==> src/common/scb_pkg.sv <==
package scb_pkg;

    // Register and frame widths
    localparam int DATA_W   = 16;
    localparam int HDR_BITS = 8;
    localparam int ADDR_W   = 5;
    localparam int AXI_AW   = 6;
    localparam int IRQ_W    = 3;

    // Register indexes; AXI byte address is four times the index
    localparam logic [4:0] REG_CTRL  = 5'h00;
    localparam logic [4:0] REG_GOUT  = 5'h01;
    localparam logic [4:0] REG_MIX   = 5'h02;
    localparam logic [4:0] REG_BANK1 = 5'h03;
    localparam logic [4:0] REG_BANK2 = 5'h04;
    localparam logic [4:0] REG_RDBK  = 5'h05;
    localparam logic [4:0] REG_ISTA  = 5'h06;
    localparam logic [4:0] REG_IMASK = 5'h07;

    // Serial interface control register fields
    localparam int CTL_4W      = 0;
    localparam int CTL_SW      = 1;
    localparam int CTL_ADDR    = 2;
    localparam int CTL_EN      = 3;
    localparam int CTL_BANK    = 4;
    localparam int CTL_SWRST   = 5;
    localparam int CTL_RELOCK  = 6;
    localparam int CTL_XGPO    = 7;
    localparam int CTL_LOCKGPO = 8;

    // Interrupt status bits
    localparam int IRQ_CAL    = 0;
    localparam int IRQ_LOCK   = 1;
    localparam int IRQ_UNLOCK = 2;

    // General output pin shared with lock flag and serial data out
    localparam int GPO_SHARED = 3;
    localparam int GPO_W      = 6;

    localparam logic [1:0] RESP_OKAY   = 2'h0;
    localparam logic [1:0] RESP_SLVERR = 2'h2;

    typedef enum logic [4:0] {
        SER_IDLE = 5'h01,
        SER_HEAD = 5'h02,
        SER_WR   = 5'h04,
        SER_RD   = 5'h08,
        SER_DONE = 5'h10
    } scb_ser_st_t;

    // Raw device pins, all asynchronous to CLK
    typedef struct packed {
        logic       sclk;
        logic       senb_n;
        logic       sdio;
        logic       sdi4;
        logic       chip_en;
        logic       bank_sel;
        logic       rst_n;
        logic       lock;
        logic       cal_done;
        logic [1:0] strap;
    } scb_pin_t;

    // Controls toward the analog core
    typedef struct packed {
        logic              analog_en;
        logic              cal_start;
        logic              bank_sel;
        logic [1:0]        mix;
        logic [DATA_W-1:0] bank_word;
    } scb_ana_t;

endpackage : scb_pkg

==> src/hw/scb_core.sv <==
// Summary of operation
// - Host reads every register serially, writes all but readback
// - Four-wire bit moves data to separate pins
// - Enable rise powers analog, starts calibration
// - Relock bit self-clears, restarts calibration
// - Low reset pin restores startup state
// - Internal power-on reset; unused pin held high
// - Bank-select pin picks active PLL bank
// - Low selects bank one, high bank two
// - Software mode replaces the three control pins
// - Software mode frees two pins as outputs
// - Four devices share bus via strap pins
// - After reset all devices accept every write
// - Address enable makes device match its straps
// - General outputs hold per-path states
// - Mixer bias takes one of four settings
// - Lock status readable, optionally on output
module scb_core (
    // Clock and reset
    input  wire logic                       CLK,
    input  wire logic                       RESET,
    // Device pins
    input  wire scb_pkg::scb_pin_t          PINS,
    output logic                            SDIO_O,
    output logic                            SDIO_OE,
    output logic [scb_pkg::GPO_W-1:0]       GENERAL_OUTPUT,
    output logic [1:0]                      XGPO,
    output logic                            XGPO_OE,
    // Analog core controls
    output scb_pkg::scb_ana_t               ANA,
    // AXI4-Lite write channels
    input  wire logic [scb_pkg::AXI_AW-1:0] AWADDR,
    input  wire logic                       AWVALID,
    output logic                            AWREADY,
    input  wire logic [31:0]                WDATA,
    input  wire logic [3:0]                 WSTRB,
    input  wire logic                       WVALID,
    output logic                            WREADY,
    output logic [1:0]                      BRESP,
    output logic                            BVALID,
    input  wire logic                       BREADY,
    // AXI4-Lite read channels
    input  wire logic [scb_pkg::AXI_AW-1:0] ARADDR,
    input  wire logic                       ARVALID,
    output logic                            ARREADY,
    output logic [31:0]                     RDATA,
    output logic [1:0]                      RRESP,
    output logic                            RVALID,
    input  wire logic                       RREADY,
    // Interrupt
    output logic                            IRQ
);
    import scb_pkg::*;

    typedef struct packed {
        scb_pin_t s1;
        scb_pin_t s2;
        scb_pin_t pv;
    } scb_sync_t;

    typedef struct packed {
        logic              aw_held;
        logic [4:0]        aw_idx;
        logic              w_held;
        logic [DATA_W-1:0] wdata;
        logic [1:0]        wstrb;
        logic              awready;
        logic              wready;
        logic              bvalid;
        logic [1:0]        bresp;
        logic              arready;
        logic              rvalid;
        logic [1:0]        rresp;
        logic [DATA_W-1:0] rdata;
    } scb_axi_t;

    typedef struct packed {
        scb_ser_st_t       st;
        logic [4:0]        cnt;
        logic [DATA_W-1:0] shift;
        logic              match;
        logic [4:0]        addr;
        logic              sdo;
        logic              sdio_oe;
    } scb_ser_t;

    typedef struct packed {
        logic [DATA_W-1:0] ctrl;
        logic [DATA_W-1:0] gout;
        logic [1:0]        mix;
        logic [DATA_W-1:0] bank1;
        logic [DATA_W-1:0] bank2;
        logic [IRQ_W-1:0]  ista;
        logic [IRQ_W-1:0]  imask;
        logic              en_q;
        logic              bank_q;
        logic              lock_q;
        logic              cal_busy;
        scb_ana_t          ana;
        logic [GPO_W-1:0]  general_output;
        logic [1:0]        xgpo;
        logic              xgpo_oe;
        logic              irq;
    } scb_core_t;

    typedef struct packed {
        scb_sync_t sy;
        scb_axi_t  ax;
        scb_ser_t  se;
        scb_core_t co;
    } scb_state_t;

    // Idle pin images and an idle frame state out of reset, so that
    // no phantom frame, pin reset or illegal state code follows it
    function automatic scb_state_t rst_val();
        scb_state_t v;
        v = '0;
        v.se.st        = SER_IDLE;
        v.sy.s1.senb_n = 1'b1;
        v.sy.s2.senb_n = 1'b1;
        v.sy.pv.senb_n = 1'b1;
        v.sy.s1.rst_n  = 1'b1;
        v.sy.s2.rst_n  = 1'b1;
        v.sy.pv.rst_n  = 1'b1;
        return v;
    endfunction : rst_val

    localparam scb_state_t ST_RST = rst_val();

    scb_state_t       r;
    scb_state_t       n;
    logic             sclk_rise;
    logic             sclk_fall;
    logic             sw;
    logic             en_eff;
    logic             bank_eff;
    logic             din;
    logic             cal_go;
    logic             dig_rst;
    logic [HDR_BITS-1:0] hdr;
    logic [IRQ_W-1:0] ev;
    logic [7:0]       act;
    logic [GPO_W-1:0] gsel;

    function automatic logic mapped(logic [4:0] idx);
        return idx <= REG_IMASK;
    endfunction : mapped

    function automatic logic [DATA_W-1:0] rd_val(scb_core_t c,
                                                 logic [4:0] idx);
        logic [DATA_W-1:0] v;
        v = '0;
        case (idx)
            REG_CTRL:  v = c.ctrl;
            REG_GOUT:  v = c.gout;
            REG_MIX:   v[1:0] = c.mix;
            REG_BANK1: v = c.bank1;
            REG_BANK2: v = c.bank2;
            REG_RDBK:  v[3:0] = {c.bank_q, c.cal_busy, c.en_q, c.lock_q};
            REG_ISTA:  v[IRQ_W-1:0] = c.ista;
            REG_IMASK: v[IRQ_W-1:0] = c.imask;
            default:   v = '0;
        endcase
        return v;
    endfunction : rd_val

    function automatic scb_core_t reg_wr(scb_core_t c, logic [4:0] idx,
                                         logic [DATA_W-1:0] d,
                                         logic [1:0] be);
        logic [DATA_W-1:0] m;
        m = {{8{be[1]}}, {8{be[0]}}};
        case (idx)
            REG_CTRL:  c.ctrl = (c.ctrl & ~m) | (d & m);
            REG_GOUT:  c.gout = (c.gout & ~m) | (d & m);
            REG_MIX:   if (be[0]) c.mix = d[1:0];
            REG_BANK1: c.bank1 = (c.bank1 & ~m) | (d & m);
            REG_BANK2: c.bank2 = (c.bank2 & ~m) | (d & m);
            REG_ISTA:  c.ista = c.ista & ~(d[IRQ_W-1:0] & m[IRQ_W-1:0]);
            REG_IMASK: if (be[0]) c.imask = d[IRQ_W-1:0];
            default:   c = c;
        endcase
        return c;
    endfunction : reg_wr

    always_comb begin
        n   = r;
        hdr = '0;
        n.sy.s1 = PINS;
        n.sy.s2 = r.sy.s1;
        n.sy.pv = r.sy.s2;
        sclk_rise = r.sy.s2.sclk & ~r.sy.pv.sclk;
        sclk_fall = ~r.sy.s2.sclk & r.sy.pv.sclk;
        sw       = r.co.ctrl[CTL_SW];
        en_eff   = sw ? r.co.ctrl[CTL_EN] : r.sy.s2.chip_en;
        bank_eff = sw ? r.co.ctrl[CTL_BANK] : r.sy.s2.bank_sel;
        din = r.co.ctrl[CTL_4W] ? r.sy.s2.sdi4 : r.sy.s2.sdio;

        // AXI4-Lite slave: one write and one read at a time
        if (AWVALID && r.ax.awready) begin
            n.ax.aw_held = 1'b1;
            n.ax.aw_idx  = {1'b0, AWADDR[AXI_AW-1:2]};
        end
        if (WVALID && r.ax.wready) begin
            n.ax.w_held = 1'b1;
            n.ax.wdata  = WDATA[DATA_W-1:0];
            n.ax.wstrb  = WSTRB[1:0];
        end
        if (r.ax.bvalid && BREADY)
            n.ax.bvalid = 1'b0;
        if (r.ax.aw_held && r.ax.w_held && !r.ax.bvalid) begin
            n.co = reg_wr(n.co, r.ax.aw_idx, r.ax.wdata, r.ax.wstrb);
            n.ax.aw_held = 1'b0;
            n.ax.w_held  = 1'b0;
            n.ax.bvalid  = 1'b1;
            n.ax.bresp   = mapped(r.ax.aw_idx) ? RESP_OKAY : RESP_SLVERR;
        end
        if (r.ax.rvalid && RREADY)
            n.ax.rvalid = 1'b0;
        if (ARVALID && r.ax.arready) begin
            n.ax.rvalid = 1'b1;
            n.ax.rdata  = rd_val(r.co, {1'b0, ARADDR[AXI_AW-1:2]});
            n.ax.rresp  = mapped({1'b0, ARADDR[AXI_AW-1:2]}) ?
                          RESP_OKAY : RESP_SLVERR;
        end
        n.ax.awready = ~n.ax.aw_held;
        n.ax.wready  = ~n.ax.w_held;
        n.ax.arready = ~n.ax.rvalid;

        // Serial frame: rw, slice[1:0], addr[4:0], then 16 data bits
        if (r.sy.s2.senb_n) begin
            n.se.st      = SER_IDLE;
            n.se.sdio_oe = 1'b0;
        end else begin
            unique case (r.se.st)
                SER_IDLE: begin
                    n.se.st  = SER_HEAD;
                    n.se.cnt = '0;
                end
                SER_HEAD: if (sclk_rise) begin
                    n.se.shift = {r.se.shift[DATA_W-2:0], din};
                    n.se.cnt   = r.se.cnt + 5'h01;
                    if (r.se.cnt == 5'(HDR_BITS - 1)) begin
                        hdr = {r.se.shift[HDR_BITS-2:0], din};
                        n.se.addr = hdr[4:0];
                        n.se.cnt  = '0;
                        n.se.match = ~r.co.ctrl[CTL_ADDR] |
                                     (hdr[6:5] == r.sy.s2.strap);
                        if (hdr[7]) begin
                            n.se.shift = rd_val(r.co, hdr[4:0]);
                            n.se.st    = SER_RD;
                        end else begin
                            n.se.st = SER_WR;
                        end
                    end
                end
                SER_WR: if (sclk_rise) begin
                    n.se.shift = {r.se.shift[DATA_W-2:0], din};
                    n.se.cnt   = r.se.cnt + 5'h01;
                    if (r.se.cnt == 5'(DATA_W - 1)) begin
                        n.se.st = SER_DONE;
                        if (r.se.match)
                            n.co = reg_wr(n.co, r.se.addr,
                                          {r.se.shift[DATA_W-2:0], din},
                                          2'h3);
                    end
                end
                SER_RD: if (sclk_fall) begin
                    if (r.se.cnt == 5'(DATA_W)) begin
                        n.se.st      = SER_DONE;
                        n.se.sdio_oe = 1'b0;
                    end else begin
                        n.se.sdo     = r.se.shift[DATA_W-1];
                        n.se.shift   = {r.se.shift[DATA_W-2:0], 1'b0};
                        n.se.cnt     = r.se.cnt + 5'h01;
                        n.se.sdio_oe = r.se.match &
                                       ~r.co.ctrl[CTL_4W];
                    end
                end
                SER_DONE: n.se.sdio_oe = 1'b0;
            endcase
        end

        // Self-clearing bits act once, then drop
        cal_go  = (en_eff & ~r.co.en_q) | n.co.ctrl[CTL_RELOCK];
        dig_rst = n.co.ctrl[CTL_SWRST] |
                  (~sw & ~r.sy.s2.rst_n);
        n.co.ctrl[CTL_RELOCK] = 1'b0;
        n.co.ctrl[CTL_SWRST]  = 1'b0;

        n.co.en_q     = en_eff;
        n.co.bank_q   = bank_eff;
        n.co.lock_q   = r.sy.s2.lock;
        n.co.cal_busy = cal_go | (r.co.cal_busy & ~r.sy.s2.cal_done);

        // Events set status after write clears, so only a same-cycle digital reset loses a set
        ev = '0;
        ev[IRQ_CAL]    = cal_go;
        ev[IRQ_LOCK]   = r.sy.s2.lock & ~r.co.lock_q;
        ev[IRQ_UNLOCK] = ~r.sy.s2.lock & r.co.lock_q;
        n.co.ista = n.co.ista | ev;

        // Analog controls
        n.co.ana.analog_en = en_eff;
        n.co.ana.cal_start = cal_go;
        n.co.ana.bank_sel  = bank_eff;
        n.co.ana.mix       = n.co.mix;
        n.co.ana.bank_word = bank_eff ? n.co.bank2 : n.co.bank1;

        // General outputs follow the active path
        act  = bank_eff ? n.co.gout[15:8] : n.co.gout[7:0];
        gsel = act[GPO_W-1:0];
        if (n.co.ctrl[CTL_LOCKGPO])
            gsel[GPO_SHARED] = r.sy.s2.lock;
        if (n.co.ctrl[CTL_4W])
            gsel[GPO_SHARED] = n.se.sdo;
        n.co.general_output     = gsel;
        n.co.xgpo    = act[7:6];
        n.co.xgpo_oe = sw & n.co.ctrl[CTL_XGPO];
        n.co.irq     = |(n.co.ista & n.co.imask);

        // Digital reset spares the bus engines so no transfer breaks
        if (dig_rst)
            n.co = ST_RST.co;
    end

    always_ff @(posedge CLK) begin
        if (RESET)
            r <= ST_RST;
        else
            r <= n;
    end

    assign SDIO_O  = r.se.sdo;
    assign SDIO_OE = r.se.sdio_oe;
    assign GENERAL_OUTPUT     = r.co.general_output;
    assign XGPO    = r.co.xgpo;
    assign XGPO_OE = r.co.xgpo_oe;
    assign ANA     = r.co.ana;
    assign AWREADY = r.ax.awready;
    assign WREADY  = r.ax.wready;
    assign BVALID  = r.ax.bvalid;
    assign BRESP   = r.ax.bresp;
    assign ARREADY = r.ax.arready;
    assign RVALID  = r.ax.rvalid;
    assign RRESP   = r.ax.rresp;
    assign RDATA   = {16'h0000, r.ax.rdata};
    assign IRQ     = r.co.irq;

endmodule : scb_core

==> config.mk <==
export PLATFORM = sky130hd
export DESIGN_NAME = scb_core
export DESIGN_NICKNAME = d
export VERILOG_FILES = /design/src/common/scb_pkg.sv /design/src/hw/scb_core.sv
export SDC_FILE = /design/constraint.sdc
export NUM_CORES = 1
export LEC_CHECK = 0
export BUFFER_PORTS_ARGS = -buffer_cell sky130_fd_sc_hd__buf_2
export CAP_MARGIN = 10
export CORE_MARGIN = 2
export CORE_UTILIZATION = 50
export CTS_BUF_LIST = sky130_fd_sc_hd__clkbuf_2 sky130_fd_sc_hd__clkbuf_4 sky130_fd_sc_hd__clkbuf_8
export DETAILED_ROUTE_END_ITERATION = 7
export GPL_TIMING_DRIVEN = 0
export PLACE_DENSITY = 0.73
export SLEW_MARGIN = 20
export SYNTH_ARGS = -nofsm -noshare
export SYNTH_HDL_FRONTEND = slang
export SYNTH_SLANG_ARGS = --single-unit
==> constraint.sdc <==
create_clock -name CLK -period 2.09 [get_ports CLK]
set_input_delay 0.418 -clock CLK [delete_from_list [all_inputs] [get_ports CLK]]
set_output_delay 0.418 -clock CLK [all_outputs]
set_load 0.05 [all_outputs]
==> impl_metrics.json <==
{
  "crit_family": "simple AND/OR/NAND/NOR gates",
  "async_flop_share_pct": 0,
  "final_cell_area_mm2": 0.0137,
  "core_area_mm2": 0.0208,
  "place_worst_setup_slack_ps": -760,
  "track_usage_pct": 33.3,
  "vdd_ir_drop_max_uv": 502,
  "netlist_instances": 1233,
  "clk_pin_slew_worst_paths_ps": 60,
  "route.detailed.drc": 0,
  "path_cells": "ha_4 -> and3_4 -> ha_4 -> and4bb_2 -> nand4_1 -> or4b_4 -> buf_6 -> nand2_1 -> o211ai_1 -> a21oi_2",
  "worst_pin_slew_ps": 1160,
  "ys_warn_count": 0,
  "synth.avg_cell_area_um2": 8.53,
  "maxCapViolations": 0,
  "io_pins": 140,
  "clk_latency_ps": 540,
  "p_per_area_mw_per_mm2": 667,
  "grt_max_degree": 11,
  "synth_area_leaders": "dfxtp_1, mux2i_1, buf_4",
  "hold_buffers": 0,
  "first_global_vias": 9543,
  "period_share_pct": 130,
  "drtIter0Drc": 1222,
  "globalRoute.totalOverflow": 0,
  "rsz0062_at_grt": "yes",
  "die_area_mm2": 0.0222,
  "wl_per_cell_um": 22.4,
  "routed_wl_mm": 38.9,
  "tns_ps": -48580,
  "synth-edff-count": 0,
  "start_util_pct": 50.5,
  "cts_sinks": 205,
  "ys_ff_latch": 205,
  "setup_viol": 113,
  "fillers": 1753,
  "hpwl_mm": 27.0,
  "cp.required_ps": 2550,
  "start_kind": "register",
  "synth.distinct_cells": 83,
  "cp_num_buf_inv": 1,
  "placed_cells": 1621,
  "relSlewSlack_pct": 22.4,
  "hold_viol_final": 0,
  "drive_gt1_share_pct": 31.6,
  "vias": 10400,
  "numCtsBuffers": 37,
  "critPathArrivalTime_ps": 3170,
  "ys_top_cells_by_count": "dfxtp_1, nand2_1, nor2_1",
  "grt_pass1_wl_mm": 56.0,
  "synth_top_area_cell": "dfxtp_1",
  "clockBufferDepth": 3,
  "ant_nets": 0,
  "avgViaCountPerCell": 5.99,
  "fin_skew_ps": 32.8,
  "worstSetupEndpointType": "register",
  "failed_checks": "setup timing",
  "yosysTopAreaCellShare_pct": 39.0,
  "cts_tree": "done",
  "antenna_found_initial": 0,
  "ys_seq_area_share_pct": 39.0,
  "n_antenna_cell": 0,
  "synthFlopType": "dfxtp_1",
  "portBuffers": 96,
  "gp_congestion": 0.959,
  "critPathKind": "reg2reg",
  "timing.final.max_slew_violations": 0,
  "yosys.cell_count.top_type": "dfxtp_1",
  "crit_path_max_fanout": 10,
  "cts_root_buf": "clkbuf_8",
  "htreeDepth": 2,
  "nets": 1507,
  "total_power_mw": 9.11,
  "setup_ws_ps": -626,
  "cpMostUsedCell": "ha_4",
  "netlist_area_mm2": 0.0105,
  "cp_slowest_cell": "or4b_4",
  "die_x_um": 149,
  "final_cells": 1741,
  "dpl_cell_area_mm2": 0.0114,
  "areaGrowthSynthToFinish_pct": 29.9,
  "clock.fmax_ghz": 0.368,
  "die_h_um": 149,
  "p_leak_nw": 5.60,
  "outcome": "finished with violations",
  "finalCriticalPeriod_ps": 2720,
  "min_path_type": "in2reg",
  "critical-path-max-stage-delay_ps": 700,
  "drt-pass1-iter-count": 6,
  "num_rows": 53
}
[per-layer routing]
layer  track usage, %  share of wire [%]  up-vias
met1             45.3                 40     4871
met3             6.09                 11      148
met2             51.6                 44      683
met4             15.0                4.9        0
met5                0                  0        -
li1                 -                  -     4731
[through the flow]
| stage | hold WS, ps | util [%] |
|---|---|---|
| 2_1_floorplan | 389 | - |
| 3_3_place_gp | 393 | 55.0 |
| 3_5_place_dp | 398 | 55.0 |
| 4_1_cts | 63.8 | 63.3 |
| 5_1_grt | 69.6 | 65.6 |
| 6_report | 79.5 | 65.6 |
[sequential cells by signal, indices dropped and copies added (netlist names), 2 cells and up]
name,count
n,22
GENERAL_OUTPUT,6
r,127
XGPO,2
ANA,21
RDATA,16
[cell type report]
cell class	count	area, um2	share of cell area (%)
multi-input combinational	867	5940	43.5
sequential	205	4120	30.1
buffer	159	1180	8.66
timing repair buffer	151	1160	8.46
clock buffer	61	777	5.69
tap	275	344	2.52
clock inverter	6	82.6	0.604
inverter	17	63.8	0.467
[worst register-to-register path, stage by stage (launching register included)]
cell and delay, ps:
dfxtp_4 360, ha_4 130, and3_4 190, ha_4 120, and4bb_2 240, nand4_1 260
or4b_4 700, buf_6 190, nand2_1 110, o211ai_1 150, a21oi_2 210
[cells by family after synthesis]
group / synth area share [%]
simple gates: 19.7
xor+xnor: 0.500
buf+inv: 9.63
flops: 39.0
other cells: 0.0357
mux: 9.37
compound gates: 21.4
fa+ha+maj: 0.357
[where the power goes]
part           internal, mW  leakage [nW]  switching, mW
logic                 0.282          3.49          0.461
registers              3.97          1.66         0.0744
clock network          2.59         0.453           1.73
[timing repair]
action	CTS	global route
gates resized for setup	136	81
pin swaps	17	18
setup endpoints to repair	130	132
gates cloned	9	4
buffers inserted	32	13
[layout by cell type, fill, tap and decap left out, drive strengths merged, types with 3 or more instances in the layout]
cell type and count:
mux2i 82, nor3 21, and3 8, dfxtp 205, clkinv 3, nand3 28, ha 3, nand2 137
clkbuf 120, a31oi 4, and2 21, o21ai 64, a222oi 12, o211ai 51, a22oi 10, a21o 5
or2 6, nand2b 14, xnor2 5, a31o 3, o21a 14, o311ai 3, a22o 4, nor4 8
a21oi 107, mux2 10, nor3b 3, a211oi 16, buf 251, nand4 4, a221oi 3, a311oi 5
a221o 10, nor2 118, nor4bb 5, nand3b 5, a32oi 3, inv 17, conb 18, nor2b 23
[path summary, 6_finish.rpt]
path                             from                end  slack (ps)  cells past startpoint
hold reg to reg     n[211]$_SDFF_PP1_  n[200]$_SDFF_PP1_         420                      1
hold / removal                PINS[9]  n[211]$_SDFF_PP1_          80                      2
setup reg to reg  r[132]$_SDFFE_PP0P_  ANA[7]$_SDFF_PP0_        -630                     10
setup / recovery  r[132]$_SDFFE_PP0P_  ANA[7]$_SDFF_PP0_        -630                     10
Note: power is estimated with default switching activity, not from simulation.
